### config.mk
export PLATFORM = sky130hd
export DESIGN_NAME = ccg_codec_system_clock
export DESIGN_NICKNAME = d
export VERILOG_FILES = /design/src/hdl/ccg_pkg.sv /design/src/hdl/ccg_divider.sv /design/src/hdl/ccg_codec_system_clock.sv
export SDC_FILE = /design/constraint.sdc
export NUM_CORES = 1
export LEC_CHECK = 0
export BUFFER_PORTS_ARGS = -buffer_cell sky130_fd_sc_hd__buf_2
export CELL_PAD_IN_SITES_DETAIL_PLACEMENT = 1
export CELL_PAD_IN_SITES_GLOBAL_PLACEMENT = 1
export CORE_ASPECT_RATIO = 0.9
export CORE_MARGIN = 2
export CORE_UTILIZATION = 40
export CTS_CLUSTER_DIAMETER = 50
export CTS_CLUSTER_SIZE = 12
export DETAILED_ROUTE_END_ITERATION = 6
export GPL_TIMING_DRIVEN = 0
export PLACE_DENSITY = 0.8
export SYNTH_ARGS = -nofsm -noshare
export SYNTH_HDL_FRONTEND = slang
export SYNTH_SLANG_ARGS = --single-unit
export TNS_END_PERCENT = 20
### constraint.sdc
create_clock -name ref_clk -period 7.8 [get_ports ref_clk]
set_input_delay 1.56 -clock ref_clk [delete_from_list [all_inputs] [get_ports ref_clk]]
set_output_delay 1.56 -clock ref_clk [all_outputs]
set_load 0.005 [all_outputs]
### src/hdl/ccg_pkg.sv
/*
 * Shared constants and types for the codec system clock generator:
 * register addresses, field positions, reset values, divider periods and
 * the switchover state encoding.
 * Assumes a 16-bit register port with 8-bit addresses and one clock.
 */
package ccg_pkg;

    // Register addresses on the device register port.
    localparam logic [7:0] PWR5_ADDR = 8'h0c;
    localparam logic [7:0] CLKSEL_ADDR = 8'h28;
    localparam logic [7:0] RTCTICK_ADDR = 8'hda;

    // Field positions in power_control_five.
    localparam int PWR5_FLL_EN_BIT = 0;
    localparam int PWR5_FLL_OSC_BIT = 1;
    localparam int PWR5_MASTER_BIT = 2;
    localparam int PWR5_REF_LSB = 4;
    localparam int PWR5_XTAL_BIT = 10;
    localparam int PWR5_ACT_BIT = 14;
    localparam int PWR5_BUSY_BIT = 15;

    // Field positions in rtc_tick_config.
    localparam int RTC_XTAL_BIT = 12;

    // Field positions in codec_clock_select.
    localparam int CS_OPDIV_LSB = 0;
    localparam int CS_BCLK_LSB = 4;
    localparam int CS_HALF_BIT = 8;
    localparam int CS_ALT_BIT = 9;
    localparam int CS_OPCLK_BIT = 10;
    localparam int CS_SRC_BIT = 11;
    localparam int CS_USB_BIT = 12;
    localparam int CS_TO_RATE_LSB = 13;
    localparam int CS_TO_EN_BIT = 15;

    // Divider counter width, in clock edges of the source being divided.
    localparam int DIV_W = 24;

    // Internal clock cycles per sample in normal and USB ratio modes.
    localparam logic [8:0] FS_RATIO_NORMAL = 9'h100;
    localparam logic [8:0] FS_RATIO_USB = 9'h110;

    // Frame clock period: 64 bit clocks per phase, counted in bit clock edges.
    localparam logic [DIV_W-1:0] FRAME_PERIOD_EDGES = 24'h000100;

    // Timeout clock base period in system clock edges, shifted by the rate.
    localparam logic [DIV_W-1:0] TOCLK_BASE_EDGES = 24'h008000;

    // Reset value of the crystal oscillator enable.
    localparam logic XTAL_EN_RST = 1'h1;

    // Control fields held by the block.
    typedef struct packed {
        logic to_en;
        logic [1:0] to_rate;
        logic usb;
        logic src;
        logic opclk_en;
        logic alt;
        logic half;
        logic [3:0] bclk_div;
        logic [3:0] op_div;
        logic fll_en;
        logic fll_osc;
        logic master;
        logic [1:0] fll_ref;
    } ccg_cfg_t;

    localparam ccg_cfg_t CFG_RST = '0;

    // One register port request.
    typedef struct packed {
        logic wr;
        logic rd;
        logic [7:0] addr;
        logic [15:0] wdata;
    } ccg_reg_req_t;

    typedef enum logic [1:0] {
        SW_RUN,
        SW_WAIT_OLD_FALL,
        SW_WAIT_NEW_LOW
    } ccg_sw_st_t;

endpackage

### src/hdl/ccg_divider.sv
/*
 * Edge-counting clock divider: counts tick pulses (edges of a source clock
 * sampled on ref_clk) and produces a registered clock and, while running, its inverse.
 * Assumes period is at least 2 and tick is a one-cycle pulse.
 */
module ccg_divider
    import ccg_pkg::*;
(
    input wire logic ref_clk,
    input wire logic rst_b,
    input wire logic run,
    input wire logic tick,
    input wire logic [DIV_W-1:0] period,
    output logic clk_out,
    output logic clk_out_b,
    output logic out_edge
);

    logic [DIV_W-1:0] cnt_r;
    logic [DIV_W-1:0] cnt_nxt;
    logic hi_nxt;

    // Output is high for the first half of the period, the larger half when odd.
    always_comb begin
        cnt_nxt = (cnt_r >= period - 24'h000001) ? '0 : cnt_r + 24'h000001;
        hi_nxt = cnt_nxt < (period - (period >> 1));
    end

    // Idle parks the count at the end so the first tick starts a full high phase.
    always_ff @(posedge ref_clk or negedge rst_b) begin
        if (!rst_b) begin
            cnt_r <= '0;
            clk_out <= 1'h0;
            clk_out_b <= 1'h0;
            out_edge <= 1'h0;
        end else if (!run) begin
            cnt_r <= period - 24'h000001;
            clk_out <= 1'h0;
            clk_out_b <= 1'h0;
            out_edge <= 1'h0;
        end else if (tick) begin
            cnt_r <= cnt_nxt;
            clk_out <= hi_nxt;
            clk_out_b <= ~hi_nxt;
            out_edge <= hi_nxt != clk_out;
        end else begin
            out_edge <= 1'h0;
        end
    end

endmodule

### src/hdl/ccg_codec_system_clock.sv
/*
 * Codec system clock generation: source selection with glitch-free
 * switchover, optional halving, bit/frame/output/timeout clocks, sample
 * strobe, locked loop reference choice, crystal oscillator control and
 * converter switching clocks, with the three control registers.
 * Assumes all clock pins are slow enough to be sampled as levels on
 * ref_clk and that register requests are synchronous one-cycle strobes.
 */
// How it works
// Source select bit picks pin or loop.
// Halving bit divides selected source by two.
// Switch only after old source falls.
// Host selects pin, then stops loop.
// Host starts loop, then selects it.
// Software reset reselects the master clock pin.
// Enable bit runs or stops crystal oscillator.
// Crystal runs by default, all power states.
// Crystal enable reachable at two locations.
// Sample strobe every 256 or 272 cycles.
// Host sizes bit clock for faster rate.
// Master clocks have fixed, repeatable phase.
// Slave clocks must arrive mutually synchronised.
// Output clock pin divides system clock.
// Alternate pins carry input-side clocks.
// Timeout clock runs only when enabled.
// Loop reference: pin, frame or crystal.
// Switching clocks come from RC oscillator.
// External 32k clock on crystal or pin.
// Output held low through the changeover; when halving, it holds the halving flop's level instead.
module ccg_codec_system_clock
    import ccg_pkg::*;
(
    input wire logic ref_clk,
    input wire logic rst_b,
    input wire ccg_reg_req_t reg_req,
    output logic [15:0] reg_rdata,
    input wire logic sw_reset,
    input wire logic mclk_pin,
    input wire logic fll_clk,
    input wire logic lrclk_in,
    input wire logic gpio_adc_lrclk_in,
    input wire logic crystal_in_pin,
    input wire logic ext32k_on_xin,
    input wire logic gpio32k_sel,
    input wire logic gpio32k_in,
    input wire logic rc_osc_clk,
    output logic codec_system_clock,
    output logic sample_tick,
    output logic bit_clock,
    output logic bit_clock_oe,
    output logic dac_frame_clock,
    output logic dac_frame_clock_oe,
    output logic adc_bit_clock,
    output logic adc_frame_clock,
    output logic adc_frame_clock_inverted,
    output logic codec_output_clock,
    output logic timeout_clock,
    output logic locked_loop_enable,
    output logic locked_loop_osc_enable,
    output logic fll_ref_clk,
    output logic crystal_osc_enable,
    output logic crystal_out_pin,
    output logic crystal_out_pin_oe,
    output logic clk32k,
    output logic dcdc_clk_fast,
    output logic dcdc_clk_slow
);

    ccg_cfg_t cfg_r;
    logic xtal_en_r;
    ccg_sw_st_t sw_state_r;
    logic act_sel_r;
    logic mclk_prev_r;
    logic fll_prev_r;
    logic mux_prev_r;
    logic half_r;
    logic codec_system_clock_r;
    logic [8:0] fs_cnt_r;
    logic sample_tick_r;
    logic [15:0] rdata_r;
    logic [15:0] rdata_nxt;
    logic old_fall;
    logic new_lvl;
    logic gate_low;
    logic mux_lvl;
    logic mux_rise;
    logic half_nxt;
    logic sys_nxt;
    logic sys_edge;
    logic sys_rise;
    logic [8:0] fs_ratio;
    logic bclk_int;
    logic bclk_edge;
    logic frame_int;
    logic frame_int_b;
    logic bit_clock_r;
    logic bit_clock_oe_r;
    logic frame_r;
    logic frame_oe_r;
    logic adc_bclk_r;
    logic adc_frame_r;
    logic adc_frame_b_r;
    logic fll_ref_r;
    logic xtal_run_r;
    logic xout_r;
    logic xout_oe_r;
    logic clk32k_r;
    logic rc_prev_r;
    logic dcdc_fast_r;
    logic dcdc_slow_r;
    logic slave_frame;

    // Bit clock period in system clock edges; fractional ratios become odd counts.
    function automatic logic [DIV_W-1:0] bclk_period(input logic [3:0] code);
        logic [6:0] e;
        e = 7'h40;
        case (code)
            4'h0: e = 7'h02;
            4'h1: e = 7'h03;
            4'h2: e = 7'h04;
            4'h3: e = 7'h06;
            4'h4: e = 7'h08;
            4'h5: e = 7'h0b;
            4'h6: e = 7'h0c;
            4'h7: e = 7'h10;
            4'h8: e = 7'h16;
            4'h9: e = 7'h18;
            4'ha: e = 7'h20;
            4'hb: e = 7'h2c;
            4'hc: e = 7'h30;
            default: e = 7'h40;
        endcase
        return {17'h00000, e};
    endfunction

    // Control fields; a software reset restores defaults, the source to the pin.
    always_ff @(posedge ref_clk or negedge rst_b) begin
        if (!rst_b) begin
            cfg_r <= CFG_RST;
        end else if (sw_reset) begin
            cfg_r <= CFG_RST;
        end else if (reg_req.wr) begin
            case (reg_req.addr)
                PWR5_ADDR: begin
                    cfg_r.fll_en <= reg_req.wdata[PWR5_FLL_EN_BIT];
                    cfg_r.fll_osc <= reg_req.wdata[PWR5_FLL_OSC_BIT];
                    cfg_r.master <= reg_req.wdata[PWR5_MASTER_BIT];
                    cfg_r.fll_ref <= reg_req.wdata[PWR5_REF_LSB +: 2];
                end
                CLKSEL_ADDR: begin
                    cfg_r.op_div <= reg_req.wdata[CS_OPDIV_LSB +: 4];
                    cfg_r.bclk_div <= reg_req.wdata[CS_BCLK_LSB +: 4];
                    cfg_r.half <= reg_req.wdata[CS_HALF_BIT];
                    cfg_r.alt <= reg_req.wdata[CS_ALT_BIT];
                    cfg_r.opclk_en <= reg_req.wdata[CS_OPCLK_BIT];
                    cfg_r.src <= reg_req.wdata[CS_SRC_BIT];
                    cfg_r.usb <= reg_req.wdata[CS_USB_BIT];
                    cfg_r.to_rate <= reg_req.wdata[CS_TO_RATE_LSB +: 2];
                    cfg_r.to_en <= reg_req.wdata[CS_TO_EN_BIT];
                end
                default: begin
                end
            endcase
        end
    end

    // The crystal enable lives in the always-on domain, so software reset leaves it.
    always_ff @(posedge ref_clk or negedge rst_b) begin
        if (!rst_b) begin
            xtal_en_r <= XTAL_EN_RST;
        end else if (reg_req.wr && reg_req.addr == PWR5_ADDR) begin
            xtal_en_r <= reg_req.wdata[PWR5_XTAL_BIT];
        end else if (reg_req.wr && reg_req.addr == RTCTICK_ADDR) begin
            xtal_en_r <= reg_req.wdata[RTC_XTAL_BIT];
        end
    end

    // Read data; unmapped addresses and reserved bits read as zero.
    always_comb begin
        rdata_nxt = 16'h0000;
        case (reg_req.addr)
            PWR5_ADDR: begin
                rdata_nxt[PWR5_FLL_EN_BIT] = cfg_r.fll_en;
                rdata_nxt[PWR5_FLL_OSC_BIT] = cfg_r.fll_osc;
                rdata_nxt[PWR5_MASTER_BIT] = cfg_r.master;
                rdata_nxt[PWR5_REF_LSB +: 2] = cfg_r.fll_ref;
                rdata_nxt[PWR5_XTAL_BIT] = xtal_en_r;
                rdata_nxt[PWR5_ACT_BIT] = act_sel_r;
                rdata_nxt[PWR5_BUSY_BIT] = sw_state_r != SW_RUN;
            end
            CLKSEL_ADDR: begin
                rdata_nxt[CS_OPDIV_LSB +: 4] = cfg_r.op_div;
                rdata_nxt[CS_BCLK_LSB +: 4] = cfg_r.bclk_div;
                rdata_nxt[CS_HALF_BIT] = cfg_r.half;
                rdata_nxt[CS_ALT_BIT] = cfg_r.alt;
                rdata_nxt[CS_OPCLK_BIT] = cfg_r.opclk_en;
                rdata_nxt[CS_SRC_BIT] = cfg_r.src;
                rdata_nxt[CS_USB_BIT] = cfg_r.usb;
                rdata_nxt[CS_TO_RATE_LSB +: 2] = cfg_r.to_rate;
                rdata_nxt[CS_TO_EN_BIT] = cfg_r.to_en;
            end
            RTCTICK_ADDR: rdata_nxt[RTC_XTAL_BIT] = xtal_en_r;
            default: rdata_nxt = 16'h0000;
        endcase
    end

    // Read data is captured on the read strobe and held until the next one.
    always_ff @(posedge ref_clk or negedge rst_b) begin
        if (!rst_b) begin
            rdata_r <= 16'h0000;
        end else if (reg_req.rd) begin
            rdata_r <= rdata_nxt;
        end
    end

    // Edge detection on the active and standby sources.
    always_comb begin
        old_fall = act_sel_r ? (fll_prev_r & ~fll_clk) : (mclk_prev_r & ~mclk_pin);
        new_lvl = act_sel_r ? mclk_pin : fll_clk;
        gate_low = (sw_state_r == SW_WAIT_NEW_LOW) || (sw_state_r == SW_WAIT_OLD_FALL && old_fall);
        mux_lvl = gate_low ? 1'h0 : (act_sel_r ? fll_clk : mclk_pin);
        mux_rise = mux_lvl & ~mux_prev_r;
        half_nxt = mux_rise ? ~half_r : half_r;
        sys_nxt = cfg_r.half ? half_nxt : mux_lvl;
        sys_edge = sys_nxt != codec_system_clock_r;
        sys_rise = sys_nxt & ~codec_system_clock_r;
    end

    // Switchover: wait for the old source to fall, then for the new one to be low.
    // A loop that is stopped after deselection gives the falling edge needed here.
    always_ff @(posedge ref_clk or negedge rst_b) begin
        if (!rst_b) begin
            sw_state_r <= SW_RUN;
            act_sel_r <= 1'h0;
        end else begin
            case (sw_state_r)
                SW_RUN: begin
                    if (cfg_r.src != act_sel_r) begin
                        sw_state_r <= SW_WAIT_OLD_FALL;
                    end
                end
                SW_WAIT_OLD_FALL: begin
                    if (cfg_r.src == act_sel_r) begin
                        sw_state_r <= SW_RUN;
                    end else if (old_fall) begin
                        sw_state_r <= SW_WAIT_NEW_LOW;
                    end
                end
                SW_WAIT_NEW_LOW: begin
                    if (!new_lvl) begin
                        act_sel_r <= ~act_sel_r;
                        sw_state_r <= SW_RUN;
                    end
                end
                default: sw_state_r <= SW_RUN;
            endcase
        end
    end

    // Source history, halving flop and the system clock itself.
    always_ff @(posedge ref_clk or negedge rst_b) begin
        if (!rst_b) begin
            mclk_prev_r <= 1'h0;
            fll_prev_r <= 1'h0;
            mux_prev_r <= 1'h0;
            half_r <= 1'h0;
            codec_system_clock_r <= 1'h0;
        end else begin
            mclk_prev_r <= mclk_pin;
            fll_prev_r <= fll_clk;
            mux_prev_r <= mux_lvl;
            half_r <= half_nxt;
            codec_system_clock_r <= sys_nxt;
        end
    end

    // Sample strobe per internal clock rising edges; the mode picks the ratio.
    assign fs_ratio = cfg_r.usb ? FS_RATIO_USB : FS_RATIO_NORMAL;

    always_ff @(posedge ref_clk or negedge rst_b) begin
        if (!rst_b) begin
            fs_cnt_r <= 9'h000;
            sample_tick_r <= 1'h0;
        end else if (sys_rise) begin
            if (fs_cnt_r >= fs_ratio - 9'h001) begin
                fs_cnt_r <= 9'h000;
                sample_tick_r <= 1'h1;
            end else begin
                fs_cnt_r <= fs_cnt_r + 9'h001;
                sample_tick_r <= 1'h0;
            end
        end else begin
            sample_tick_r <= 1'h0;
        end
    end

    // Bit and frame dividers restart together whenever master mode starts.
    ccg_divider u_bclk (
        .ref_clk(ref_clk),
        .rst_b(rst_b),
        .run(cfg_r.master),
        .tick(sys_edge),
        .period(bclk_period(cfg_r.bclk_div)),
        .clk_out(bclk_int),
        .clk_out_b(),
        .out_edge(bclk_edge)
    );

    ccg_divider u_frame (
        .ref_clk(ref_clk),
        .rst_b(rst_b),
        .run(cfg_r.master),
        .tick(bclk_edge),
        .period(FRAME_PERIOD_EDGES),
        .clk_out(frame_int),
        .clk_out_b(frame_int_b),
        .out_edge()
    );

    ccg_divider u_opclk (
        .ref_clk(ref_clk),
        .rst_b(rst_b),
        .run(cfg_r.opclk_en),
        .tick(sys_edge),
        .period({18'h00000, {1'h0, cfg_r.op_div} + 5'h01, 1'h0}),
        .clk_out(codec_output_clock),
        .clk_out_b(),
        .out_edge()
    );

    ccg_divider u_toclk (
        .ref_clk(ref_clk),
        .rst_b(rst_b),
        .run(cfg_r.to_en),
        .tick(sys_edge),
        .period(TOCLK_BASE_EDGES << cfg_r.to_rate),
        .clk_out(timeout_clock),
        .clk_out_b(),
        .out_edge()
    );

    // Pin routing: with alternate pins the main pair serves playback only.
    always_ff @(posedge ref_clk or negedge rst_b) begin
        if (!rst_b) begin
            bit_clock_r <= 1'h0;
            bit_clock_oe_r <= 1'h0;
            frame_r <= 1'h0;
            frame_oe_r <= 1'h0;
            adc_bclk_r <= 1'h0;
            adc_frame_r <= 1'h0;
            adc_frame_b_r <= 1'h0;
        end else begin
            bit_clock_r <= bclk_int;
            bit_clock_oe_r <= cfg_r.master;
            frame_r <= frame_int;
            frame_oe_r <= cfg_r.master;
            adc_bclk_r <= cfg_r.alt & bclk_int;
            adc_frame_r <= cfg_r.alt & frame_int;
            adc_frame_b_r <= cfg_r.alt & frame_int_b;
        end
    end

    // In slave mode the input-side frame clock comes from the alternate pin when used.
    assign slave_frame = cfg_r.alt ? gpio_adc_lrclk_in : lrclk_in;

    // Loop reference, crystal control and the 32k selection.
    always_ff @(posedge ref_clk or negedge rst_b) begin
        if (!rst_b) begin
            fll_ref_r <= 1'h0;
            xtal_run_r <= 1'h0;
            xout_r <= 1'h0;
            xout_oe_r <= 1'h0;
            clk32k_r <= 1'h0;
        end else begin
            case (cfg_r.fll_ref)
                2'h0: fll_ref_r <= mclk_pin;
                2'h1: fll_ref_r <= ~cfg_r.master & slave_frame;
                2'h2: fll_ref_r <= clk32k_r;
                default: fll_ref_r <= 1'h0;
            endcase
            xtal_run_r <= xtal_en_r;
            xout_r <= ~crystal_in_pin;
            xout_oe_r <= xtal_en_r & ~ext32k_on_xin;
            if (gpio32k_sel) begin
                clk32k_r <= gpio32k_in;
            end else begin
                clk32k_r <= (xtal_en_r | ext32k_on_xin) & crystal_in_pin;
            end
        end
    end

    // Converter switching clocks follow the RC oscillator; no external clock needed.
    always_ff @(posedge ref_clk or negedge rst_b) begin
        if (!rst_b) begin
            rc_prev_r <= 1'h0;
            dcdc_fast_r <= 1'h0;
            dcdc_slow_r <= 1'h0;
        end else begin
            rc_prev_r <= rc_osc_clk;
            dcdc_fast_r <= rc_osc_clk;
            if (rc_osc_clk && !rc_prev_r) begin
                dcdc_slow_r <= ~dcdc_slow_r;
            end
        end
    end

    assign reg_rdata = rdata_r;
    assign codec_system_clock = codec_system_clock_r;
    assign sample_tick = sample_tick_r;
    assign bit_clock = bit_clock_r;
    assign bit_clock_oe = bit_clock_oe_r;
    assign dac_frame_clock = frame_r;
    assign dac_frame_clock_oe = frame_oe_r;
    assign adc_bit_clock = adc_bclk_r;
    assign adc_frame_clock = adc_frame_r;
    assign adc_frame_clock_inverted = adc_frame_b_r;
    assign locked_loop_enable = cfg_r.fll_en;
    assign locked_loop_osc_enable = cfg_r.fll_osc;
    assign fll_ref_clk = fll_ref_r;
    assign crystal_osc_enable = xtal_run_r;
    assign crystal_out_pin = xout_r;
    assign crystal_out_pin_oe = xout_oe_r;
    assign clk32k = clk32k_r;
    assign dcdc_clk_fast = dcdc_fast_r;
    assign dcdc_clk_slow = dcdc_slow_r;
endmodule

## Word level (Yosys, flattened, before mapping)

Memories as Yosys holds them, arrays and structs flattened.
Index checks and enable logic that the tools add are counted.

- ROM bits: 112
- Word-level logic and storage cells: 186
- Output and inout bits: 36
- Input port bits: 38
- Register bits after elaboration: 171
- Memories: 1

- Muxes and demuxes: 57
- Shift-type cells: 1
- Bitwise operators: 23
- Add/sub/neg operators: 13
- Reductions and logical operators: 17
- Equal/unequal tests: 18
- Magnitude comparators: 9

Memories:

| memory | depth | width | rd ports | clocked after memory_dff | wr ports | RTL line | text |
|---|---|---|---|---|---|---|---|
| (name not given) | 16 | 7 | 1 | 0 | 0 | ccg_codec_system_clock.sv:117 | `case (code)` |

Operators by type and width:

| operator | count |
|---|---|
| $mux W24 | 12 |
| $add A24 B1 Y24 const B | 4 |
| $ge A24 B24 Y1 | 3 |
| $lt A24 B24 Y1 | 3 |
| $mux W21 | 2 |
| $mux W1 | 27 |
| $ge A24 B8 Y1 const B | 1 |
| $lt A24 B8 Y1 const B | 1 |
| $shl A16 B2 Y24 const A | 1 |
| $sub A24 B1 Y24 const B | 1 |
| $sub A24 B23 Y24 | 1 |
| $mux W16 | 1 |
| $not A1 Y1 | 12 |
| $and A1 B1 Y1 | 10 |
| $mux W5 | 2 |
| $reduce_bool A2 Y1 | 5 |
| $add A9 B1 Y9 const B | 1 |
| $ge A9 B9 Y1 | 1 |
| $mux W9 | 1 |
| $sub A9 B1 Y9 const B | 1 |
| $eq A8 B4 Y1 const B | 1 |
| $eq A8 B6 Y1 const B | 1 |
| $eq A8 B8 Y1 const B | 1 |
| $mux W2 | 4 |
| 25 further kinds | 41 |

## Longest topological paths before layout

Gate-level depths: netlist of the first run.

- Depth in word-level cells: 12
- Mapped depth: 28
- Mapped depth without buffers: 26

## Modules after synthesis

Synthesis of the first run repeated with hierarchy kept, for this count alone.

- Cell total of the unflattened synthesis: 2,832
- Area total of the unflattened synthesis: 23,084.6 µm²

Modules (own cells, without submodules):

| module | area an instance (µm²) | seq. area each (µm²) | cells an instance | times used |
|---|---|---|---|---|
| ccg_divider (u_opclk ...) | 4,880.9 | 675.6 | 624 | 2 |
| ccg_divider (u_bclk) | 5,032.3 | 675.6 | 646 | 1 |
| ccg_divider (u_frame) | 4,887.2 | 675.6 | 627 | 1 |
| ccg_codec_system_clock | 3,403.3 | 1,727.9 | 311 | 1 |

## Least setup slack after synthesis of the first run

OpenSTA, ideal clock, no wires.

- Path kind: register to register
- From: register cfg_r[9] in the netlist's numbering
- To: register u_bclk.clk_out
- Buffers on the path: 2
- Path slack: 1.905 ns
- Data arrival time: 5.774 ns
- Clock period less this slack: 5.895 ns
- Stages on the path, launching flop included: 25
- Data required time: 7.679 ns
- Setup time: 0.121 ns
- Path through: dfrtp_1 > inv_1 > ha_1 > a21oi_1 > nor2_1 > a21oi_1 > ha_1 > inv_1 > o21ai_1 > nand3_1 > ha_1 > nand4_1 > or4_1 > a211oi_2 > or2_2 > clkbuf_1 > buf_2 > nor2_1 > ha_1 > nand4_1 > nor4_1 > o311ai_0 > and4_1 > o31a_1 > a22o_1

- Cells in the longest elaborated chain, start to end: 7
- Elaborated cells on any way between the ends: 8
- Classes of those cells: add/sub: 2; order compare: 2; mux: 3; memory: 1

Ends and longest elaborated chain:

| what | RTL line | text |
|---|---|---|
| start: declaration | ccg_codec_system_clock.sv:69 | `ccg_cfg_t cfg_r;` |
| $mem_v2 Z16 W7 * | n/a |  |
| $sub A7 B1 Y8 | ccg_divider.sv:25 | `cnt_nxt = (cnt_r >= period - 24'h000001) ? '0 : cnt_r + 24'h000001;` |
| $ge A24 B24 Y1 | ccg_divider.sv:25 |  |
| $mux W24 | ccg_divider.sv:25 |  |
| $lt A24 B24 Y1 * | ccg_divider.sv:26 | `hi_nxt = cnt_nxt < (period - (period >> 1));` |
| $mux W1 * | ccg_divider.sv:41 | `end else if (tick) begin` |
| $mux W1 * | ccg_divider.sv:36 | `end else if (!run) begin` |
| end signal: assignment | ccg_divider.sv:43 | `clk_out <= hi_nxt;` |
| end: declaration | ccg_divider.sv:14 | `output logic clk_out,` |

Every way passes the cells marked *; elsewhere a longest branch is shown, timed or not. The select of a mux whose other input is x is not followed.
A chain may end at the register's enable or synchronous reset.

## Worst setup path after layout of the first run

Ends and elaborated chain as after synthesis.

==> results of run 1 <==
## routing by layer
layer	wire [um]	share of wire, %
met5	0	0
met4	624	1.7
met3	1360	3.7
met2	17600	47
met1	17600	47
## registers in the layout, summed over array words and instances, names as in the netlist, 2 cells and up
signal	cells
u_bclk.cnt_r	24
u_frame.cnt_r	24
u_opclk.cnt_r	24
u_toclk.cnt_r	24
cfg_r	19
reg_rdata	16
fs_cnt_r	9
sw_state_r	2
## per-stage QoR
step / total power (W) / cells / cell area (sq um)
global placement: 0.00152 / 1923 / 13500
finish: 0.00241 / 1957 / 14100
global route: 0.00251 / 1956 / 14100
detailed placement: 0.00154 / 1924 / 13500
CTS: 0.00242 / 1956 / 14100
floorplan: 0.00130 / 1442 / 12600
## worst reg2reg max path: stages (launching register included)
cell	delay [ns]
dfrtp_1	0.51
inv_1	0.16
ha_1	0.23
nor2_1	0.08
a21oi_1	0.05
nor2_1	0.11
a21o_1	0.19
inv_1	0.11
ha_1	0.18
and3b_1	0.19
o21ai_1	0.35
nand3_2	0.43
ha_1	0.48
nand4_1	0.16
or4_1	0.65
a211oi_2	0.42
or2_2	0.19
clkbuf_1	0.29
buf_2	0.29
nor2_1	0.09
ha_1	0.32
nand4_1	0.17
nor4_1	0.49
o311ai_0	0.21
and4_1	0.21
o31a_1	0.13
a22o_1	0.24
## cell families after synthesis
kind of cell	after synthesis	share of synthesized area, %
AOI/OAI and AO/OA	352	18.8
DFF	171	34.0
muxes	11	0.905
adders and majority gates	149	14.9
and+or+nand+nor	562	23.0
buffers and inverters	125	4.11
other	2	0.0597
xor gates and xnor gates	62	4.32
## layout make-up
class,count,share of cell area [%]
timing repair buffer,73,2.82
clock inverter,14,1.11
clock buffer,18,3.04
buffer,77,2.38
multi-input combinational,1146,55.4
sequential,171,30.3
antenna,1,0.0177
tap,409,3.62
inverter,48,1.28
## cells in the final DEF, fill, tap and decap left out, types with 10 or more instances in the layout
master,count
dfrtp_1,170
and2_1,32
a21oi_1,105
or4_1,13
a22oi_1,10
a311o_1,14
xor2_1,42
inv_1,47
o311ai_0,11
a2111oi_0,10
conb_1,10
buf_2,81
nor2b_1,13
or3_1,16
nand2b_1,17
nand2_1,127
nor3_1,21
clkbuf_16,17
nand4_1,31
and3_1,29
xnor2_1,20
o21ai_0,54
a211oi_1,17
o211ai_1,22
clkbuf_1,58
a31oi_1,20
nor4_1,10
ha_1,148
nor2_1,124
a21o_1,18
nand3_1,86
## power breakdown
part / internal (W) / switching, W
clock: 0.000455 / 0.000423
combinational: 0.000158 / 0.000415
sequential: 0.000923 / 0.0000357
## final timing paths
kind,startpoint,to,slack (ns)
setup / recovery,cfg_r[9],u_bclk.clk_out,0.74
hold / removal,u_frame.clk_out,dac_frame_clock,0.41
setup reg to reg,cfg_r[9],u_bclk.clk_out,0.74
hold reg to reg,u_frame.clk_out,dac_frame_clock,0.41
max in group asynchronous,rst_b,u_opclk.cnt_r[22],5.82
min in group asynchronous,rst_b,u_frame.cnt_r[16],1.05
==> metrics.md, run 1 <==
| Metric | Value |
|---|---|
| Synthesized area | 0.0126 sq mm |
| Worst-Margin Slew | 1.16 ns |
| Crit-path max FO | 17 |
| Initial core utilization | 40.7% |
| CTS Buf Count | 17 |
| CP bufs+invs | 4 |
| CORE AREA | about 0.031 sq mm |
| Setup Fix Bufs, Post-CTS | 0 |
| Clock root buffer | clkbuf_16 |
| Die ar. | approximately 0.033 sq mm |
| Final setup violating endpoints | 0 |
| Final hold slack | 0.407 ns |
| DRT iter0 DRCs | around 570 |
| Setup crit end kind | flip-flop |
| Final critical-path required period | about 7.1 ns |
| Commonest cells post-synth | 170 x dfrtp_1, 148 x ha_1, 127 x nand2_1 |
| Most common cell on crit path | ha_1 |
| Post-synth top area share | between 30% and 40% |
| CTS tree | built |
| Power density cells | around 170 mW/mm^2 |
| Largest net degree at the start of global routing | 107 |
| Worst Reg-to-Reg Cells | 26 |
| Crit-path leading delay family | simple AND/OR/NAND/NOR gates |
| Met2 Track Usage GR | 39.4% |
| Synth unique cells | between 80 and 90 |
| Post-synth EDFFs | 0 |
| First-pass GRT wire length | 61900 um |
| Final period utilization | about nine tenths |
| Worst path slowest cell | or4_1 |
| Dominant synthesized flop cell | dfrtp_1 |
| DRT Pass-1 Iters | 5 |
| Layout Utilization | 45.7% |
| CTS Sinks | ~170 |
| Fmax | between 0.1 and 0.15 GHz |
| Post-route DRC | 0 |
| Hold buffer count at CTS | 0 |
| Cell with the most instances after synthesis | dfrtp_1 |
| Sequential area share after synthesis | 34.0% |
| Layout cells sized above 1 | between 10% and 20% |
| Met3 GRT Util | under 10% |
| Arrival time worst endpoint | about 7.4 ns |
| Worst-case clock buffer depth | 2 |
| Via count | roughly 12000 |
| Rows | 61 |
| H-tree Lvls | 4 |
| Grt peak-use layer | met2 |
| Routability Congestion | between 0.8 and 0.9 |
| Final Skew | about 0.012 ns |
| Gr usage total | about a quarter |
| Number of antenna violations at the first check in global routing | 1 |
| Die H | 172 um |
| Synth async-reset ratio | between 90% and 100% |
| Max-cap violations | 0 |
| I/O Buffers | between 70 and 80 |
| Max_slew headroom | a little over a fifth |
| Layout Area Growth over Synthesis | 12.2% |
| Vias per cell | slightly below 6 |
| WL/cell | ~19 um |
| Cell taking the most area after synthesis | dfrtp_1 |
| Worst setup SP type | flip-flop |
| Fin worst setup slack | 0.738 ns |
| Slew Limit Fails | 0 |
| Nets | ~1700 |
| GRT overflow | 0 |
| RSZ-0062 raised after global routing | no |
| Antenna Violating Nets Remaining | 0 |
| Worst Hold Depth | 0 |
| Gate Count Post-Synth | roughly 1400 |
| Leak | ~6.3 nW |
| Die X | between 150 and 200 um |
| Dpl hpwl | approximately 27000 um |
| Yosys warnings | 0 |
| Area contributors post-synth | dfrtp_1 34%, ha_1 15%, a21oi_1 4.2% |
| Register area | between 0.004 and 0.005 sq mm |
| Routed wire length | roughly 37000 um |
| Vias in the first global route | approximately 12000 |
| Clk pin slew, worst setup/hold paths | 0.08 ns |
| Setup CP Type | flip-flop to flip-flop |
| GR Util met1 | around a third |
| # fillers | between 3000 and 4000 |
| Worst slack at placement | approximately 0.24 ns |
| Syn_area_per_cell | ~9 sq um |
| Crit-path max cell delay | about 0.65 ns |
| #FFs+latches synth | 171 |
| Critical path required time | approximately 8.1 ns |
| Run status | complete, no violations |
| Clk_lat worst skew | approximately 0.45 ns |
| Multi-input gate area | about 0.0078 sq mm |
| Hold Crit Class | flip-flop to flip-flop |
| Sum Neg Setup Slack | 0 ns |
| Critical path depth | 26 |
| Final Hold Viols | 0 |
| I/O pin count | 74 |
| Post-CTS sizing | 0 |
| Worst VDD drop | roughly 0.16 mV |
Power figures use the tool's default switching activity.
==> run 2: changes to the inputs <==
Settings changed: BUFFER_PORTS_ARGS -buffer_cell sky130_fd_sc_hd__buf_2 to not set, DONT_BUFFER_PORTS set to 1, PLACE_DENSITY 0.8 to 0.77.
==> run 2 against run 1 <==
Net effect:
- highest routed layer unchanged
- register-to-register slack worse by 0.03 ns
- critical path depth stayed put
- clock skew grew 0.0032 ns
==> metrics.md, run 2 (synthesis gave the netlist of run 1 again) <==
| Metric | Value |
|---|---|
| Run status | complete, no violations |
| Leading cell type in the layout, fill and taps excluded | dfrtp_1 |
| Final Skew | ~0.015 ns |
| Final setup violating endpoints | 0 |
| Leak | 5.95 nW |
| Worst-Margin Slew | 1.12 ns |
| Slew Limit Fails | 0 |
| Layout cells sized above 1 | a little under 6% |
| Post-DP Area | roughly 0.013 sq mm |
| Number of antenna violations at the first check in global routing | 0 |
| Fin cells | between 1500 and 2000 |
| Clock power frac | around 36% |
| Worst VDD drop | 0.174 mV |
| Via count | between 10000 and 15000 |
| CTS Sinks | 171 |
| Hold buffer count at CTS | 0 |
| Antenna Violating Nets Remaining | 0 |
| Final period utilization | 90.9% |
| Setup CP Type | flip-flop to flip-flop |
| Arrival time worst endpoint | 7.43 ns |
| Gr usage total | between 20% and 30% |
| Sum Neg Setup Slack | 0 ns |
| Fmax | approximately 0.14 GHz |
| Initial core utilization | approximately two fifths |
| Vias per cell | 5.87 |
| Die ar. | 0.0329 sq mm |
| Largest net degree at the start of global routing | between 150 and 200 |
| I/O pin count | 74 |
| Clock root buffer | clkbuf_16 |
| Clk pin slew, worst setup/hold paths | around 0.07 ns |
| Cells after DPL | between 1500 and 2000 |
| GRT overflow | 0 |
| Rows | slightly above 60 |
| WL/cell | about 20 um |
| DRT Pass-1 Iters | 5 |
| Clk_lat worst skew | between 0.4 and 0.5 ns |
| Worst-case clock buffer depth | 2 |
| Hold Crit Class | flip-flop to flip-flop |
| Routed wire length | about 37000 um |
| Routability Congestion | 0.834 |
| CTS tree | built |
| Max-cap violations | 0 |
| P_sw | roughly 0.00082 W |
| CORE AREA | between 0.03 and 0.04 sq mm |
| Final Hold Viols | 0 |
| Sequential share of power | roughly two fifths |
| Die H | between 150 and 200 um |
| Final critical-path required period | between 7 and 8 ns |
| # fillers | about 3700 |
| Most frequent cells in the layout | 170 x dfrtp_1, 148 x ha_1, 127 x nand2_1 |
| Critical path required time | approximately 8 ns |
| Fin area | 0.0137 sq mm |
| DRT iter0 DRCs | roughly 800 |
| Max_slew headroom | approximately a quarter |
| Nets | ~1600 |
| Sw Share | between 30% and 40% |
| Power density cells | 170 mW/mm^2 |
| Post-route DRC | 0 |
| Worst setup SP type | flip-flop |
| Layout Area Growth over Synthesis | 8.74% |
| I/O Buffers | 0 |
| Die X | ~190 um |
| Crit-path max FO | 17 |
| Int Power | between 0.0015 and 0.002 W |
| Setup crit end kind | flip-flop |
| H-tree Lvls | 4 |
| Vias in the first global route | 11400 |
| RSZ-0062 raised after global routing | no |
| Dpl hpwl | around 27000 um |
| First-pass GRT wire length | ~60000 um |
| CTS Buf Count | 17 |
| Antenna diode count | 0 |
| Combinational fraction of design power | a little under a quarter |
[run 2: changes by cell type in the layout (fill, tap and decap cells not counted), moves of 2 or more]
cell,delta
buf_2,-71
clkbuf_1,+2
clkinv_2,+4
clkinvlp_4,-3
inv_8,-3
[run 2: worst max-delay path, cell delays in order (launching register included)]
cell	delay, ns
dfrtp_1	0.50
inv_1	0.16
ha_1	0.22
nor2_1	0.09
a21oi_1	0.06
nor2_1	0.15
a21o_1	0.21
inv_1	0.11
ha_1	0.18
and3b_1	0.19
o21ai_1	0.32
nand3_2	0.42
ha_1	0.49
nand4_1	0.16
or4_1	0.68
a211oi_2	0.46
or2_2	0.20
clkbuf_1	0.28
buf_2	0.29
nor2_1	0.08
ha_1	0.32
nand4_1	0.17
nor4_1	0.47
o311ai_0	0.20
and4_1	0.21
o31a_1	0.13
a22o_1	0.24
[run 2: metrics by stage]
stage | total power [W] | utilization [%] | hold slack (ns) | setup slack (ns)
2_1_floorplan | 0.00130 | - | 0.367 | 1.91
3_3_place_gp | 0.00149 | 42.5 | 0.391 | 0.564
3_5_place_dp | 0.00151 | 42.5 | 0.382 | 0.310
4_1_cts | 0.00234 | 44.2 | 0.409 | 0.310
5_1_grt | 0.00243 | 44.3 | 0.420 | 0.0378
6_report | 0.00233 | 44.3 | 0.409 | 0.710
[run 2: path summary, 6_finish.rpt]
path	slack [ns]	from	to	cells past startpoint
setup / recovery	0.71	cfg_r[9]	u_bclk.clk_out	26
hold / removal	0.41	u_frame.clk_out	dac_frame_clock	0
setup reg to reg	0.71	cfg_r[9]	u_bclk.clk_out	26
hold reg to reg	0.41	u_frame.clk_out	dac_frame_clock	0
max in group asynchronous	6.74	rst_b	xtal_en_r	0
min in group asynchronous	0.80	rst_b	u_frame.cnt_r[21]	0
[run 2: power by group through the flow]
stage | logic [W] | registers [W] | clock network (W)
after floorplan | 0.000334 | 0.000967 | 0
after global placement | 0.000512 | 0.000977 | 0
after detailed placement | 0.000528 | 0.000978 | 0
after CTS | 0.000531 | 0.000962 | 0.000846
after global routing | 0.000584 | 0.000968 | 0.000874
final | 0.000536 | 0.000962 | 0.000828
[run 2: routing by layer]
| metal | track usage [%] | part of all wire, % |
|---|---|---|
| met1 | 30.2 | 47 |
| met2 | 38.0 | 47 |
| met3 | 4.89 | 4.8 |
| met4 | 5.63 | 1.3 |
| met5 | 0 | 0 |
[run 2: layout make-up]
| class | instances | area (sq um) | area share (%) |
|---|---|---|---|
| plain buffers | 77 | 337 | 2.46 |
| clock buffers | 20 | 437 | 3.19 |
| clock inverters | 12 | 113 | 0.823 |
| inverters | 48 | 180 | 1.32 |
| multi-input cells | 1146 | 7830 | 57.2 |
| flip-flops and latches | 171 | 4280 | 31.3 |
| well taps | 409 | 512 | 3.74 |
[run 2: timing repair]
action	4_1_cts	5_1_grt
resized for setup	0	2
setup buffers	0	0
setup endpoints to repair	0	2
==> run 3: changes to the inputs <==
Clock period 7.8 ns to 8.53 ns, I/O delays scaled along.
==> run 3 against run 2 <==
Net effect:
- sequential share of layout area is essentially flat
- clock power decreased by 8.5%
- highest routed layer unchanged
- die area unchanged
- combinational power decreased by 8.6%
- design area is essentially flat
- worst hold slack better by 0.0041 ns
- critical endpoint unchanged
- critical path type unchanged
==> metrics.md, run 3 (synthesis gave the netlist of run 1 again) <==
| Metric | Value |
|---|---|
| Run status | complete, no violations |
| Leak | between 5 and 6 nW |
| Largest net degree at the start of global routing | around 170 |
| CTS Sinks | between 150 and 200 |
| Worst setup SP type | flip-flop |
| RSZ-0062 raised after global routing | no |
| Total Power | between 0.002 and 0.0025 W |
| Antenna diode count | 0 |
| Clock root buffer | clkbuf_16 |
| Die H | approximately 170 um |
| Post-CTS sizing | 0 |
| Final period utilization | 88.1% |
| Hold Crit Class | flip-flop to flip-flop |
| Clk pin slew, worst setup/hold paths | 0.07 ns |
| Via count | about 11000 |
| Arrival time worst endpoint | approximately 7.9 ns |
| Rows | 61 |
| Number of antenna violations at the first check in global routing | 0 |
| DRT Pass-1 Iters | 5 |
| Final Hold Viols | 0 |
| Gr usage total | about 23% |
| Setup CP Type | flip-flop to flip-flop |
| Sum Neg Setup Slack | 0 ns |
| CTS Buf Count | 17 |
| Dpl hpwl | around 27000 um |
| Die ar. | ~0.033 sq mm |
| Power density cells | around 160 mW/mm^2 |
| DRT iter0 DRCs | about 750 |
| Post-route DRC | 0 |
| Vias in the first global route | 11400 |
| I/O pin count | between 70 and 80 |
| Vias per cell | about 5.9 |
| R2r setup slk | ~1.0 ns |
| Worst VDD drop | 0.160 mV |
| Die X | 191 um |
| Nets | roughly 1600 |
| Antenna Violating Nets Remaining | 0 |
| Clk_lat worst skew | approximately 0.45 ns |
| Crit-path max FO | 17 |
| Final critical-path required period | approximately 7.5 ns |
| Setup Fix Bufs, Post-CTS | 0 |
| Worst-case clock buffer depth | 2 |
| CTS tree | built |
| Layout Area Growth over Synthesis | 8.67% |
| Register area | 0.00428 sq mm |
| Slew Limit Fails | 0 |
| Setup crit end kind | flip-flop |
| Max_slew headroom | 20.8% |
| # fillers | between 3000 and 4000 |
| Layout cells sized above 1 | 5.63% |
| Hold buffer count at CTS | 0 |
| H-tree Lvls | 4 |
| Layout Utilization | ~44% |
| Routed wire length | roughly 37000 um |
| Routability Congestion | between 0.8 and 0.9 |
| CORE AREA | between 0.03 and 0.04 sq mm |
| WL/cell | between 15 and 20 um |
| Final Skew | ~0.016 ns |
| Leading cell type in the layout, fill and taps excluded | dfrtp_1 |
| I/O Buffers | 0 |
| Most frequent cells in the layout | 170 x dfrtp_1, 148 x ha_1, 127 x nand2_1 |
| Max-cap violations | 0 |
| Initial core utilization | between 40% and 50% |
| Worst-Margin Slew | ~1.2 ns |
| Critical path required time | around 8.9 ns |
| Multi-input gate area | slightly below 0.008 sq mm |
| GRT overflow | 0 |
| First-pass GRT wire length | ~60000 um |
| Final setup violating endpoints | 0 |
| Fmax | 0.133 GHz |
run 3: cell types whose count changed in the layout (fill, tap and decap cells not counted):
| cell | change |
|---|---|
| nand3_2 | -1 |
| a21oi_2 | -1 |
| nand3_1 | +1 |
| a21oi_1 | +1 |
run 3: final cells by class:
| class | count | area share [%] |
|---|---|---|
| well taps | 409 | 3.74 |
| flip-flops and latches | 171 | 31.3 |
| clock buffers | 20 | 3.19 |
| clock inverters | 12 | 0.823 |
| plain buffers | 77 | 2.46 |
| inverters | 48 | 1.32 |
| multi-input cells | 1146 | 57.2 |
run 3: through the flow:
step / instance area [sq um] / hold WS, ns / cells / setup WS (ns)
after floorplan: 12600 / 0.367 / 1442 / 2.64
after global placement: 13100 / 0.391 / 1851 / 1.29
after detailed placement: 13100 / 0.382 / 1851 / 1.04
after CTS: 13700 / 0.409 / 1883 / 1.04
after global routing: 13700 / 0.420 / 1883 / 0.411
final: 13700 / 0.413 / 1883 / 1.02
run 3: final timing paths:
path,cells after the start,from,endpoint
worst min-delay path,0,u_frame.clk_out,dac_frame_clock
worst max-delay path,24,cfg_r[9],u_bclk.clk_out
max in group asynchronous,0,rst_b,xtal_en_r
worst max register to register,24,cfg_r[9],u_bclk.clk_out
worst min register to register,0,u_frame.clk_out,dac_frame_clock
min in group asynchronous,0,rst_b,u_frame.cnt_r[8]
run 3: power breakdown:
part           internal [W]  switching, W
sequential         0.000845     0.0000348
combinational      0.000131      0.000359
clock              0.000406      0.000352
total               0.00138      0.000746
run 3: worst max-delay path, cell delays in order (launching register included):
cell and delay [ns]:
dfrtp_1 0.52, inv_1 0.16, ha_1 0.23, a21oi_1 0.14, nor2_1 0.05, a21oi_1 0.60, ha_1 0.27, inv_1 0.05
o21ai_1 0.30, nand3_1 0.64, ha_1 0.60, nand4_1 0.16, or4_1 0.66, a211oi_2 0.45, or2_2 0.20, clkbuf_1 0.29
buf_2 0.29, nor2_1 0.08, ha_1 0.32, nand4_1 0.17, nor4_1 0.47, o311ai_0 0.20, and4_1 0.21, o31a_1 0.13
a22o_1 0.23
run 3: layer usage:
| metal | vias to the layer above | track usage, % | wire length (um) |
|---|---|---|---|
| met5 | - | 0 | 0 |
| met4 | 0 | 5.63 | 471 |
| met3 | 34 | 4.89 | 1890 |
| met2 | 205 | 38.0 | 17400 |
| met1 | 5530 | 30.2 | 17000 |
| li1 | 5305 | - | - |
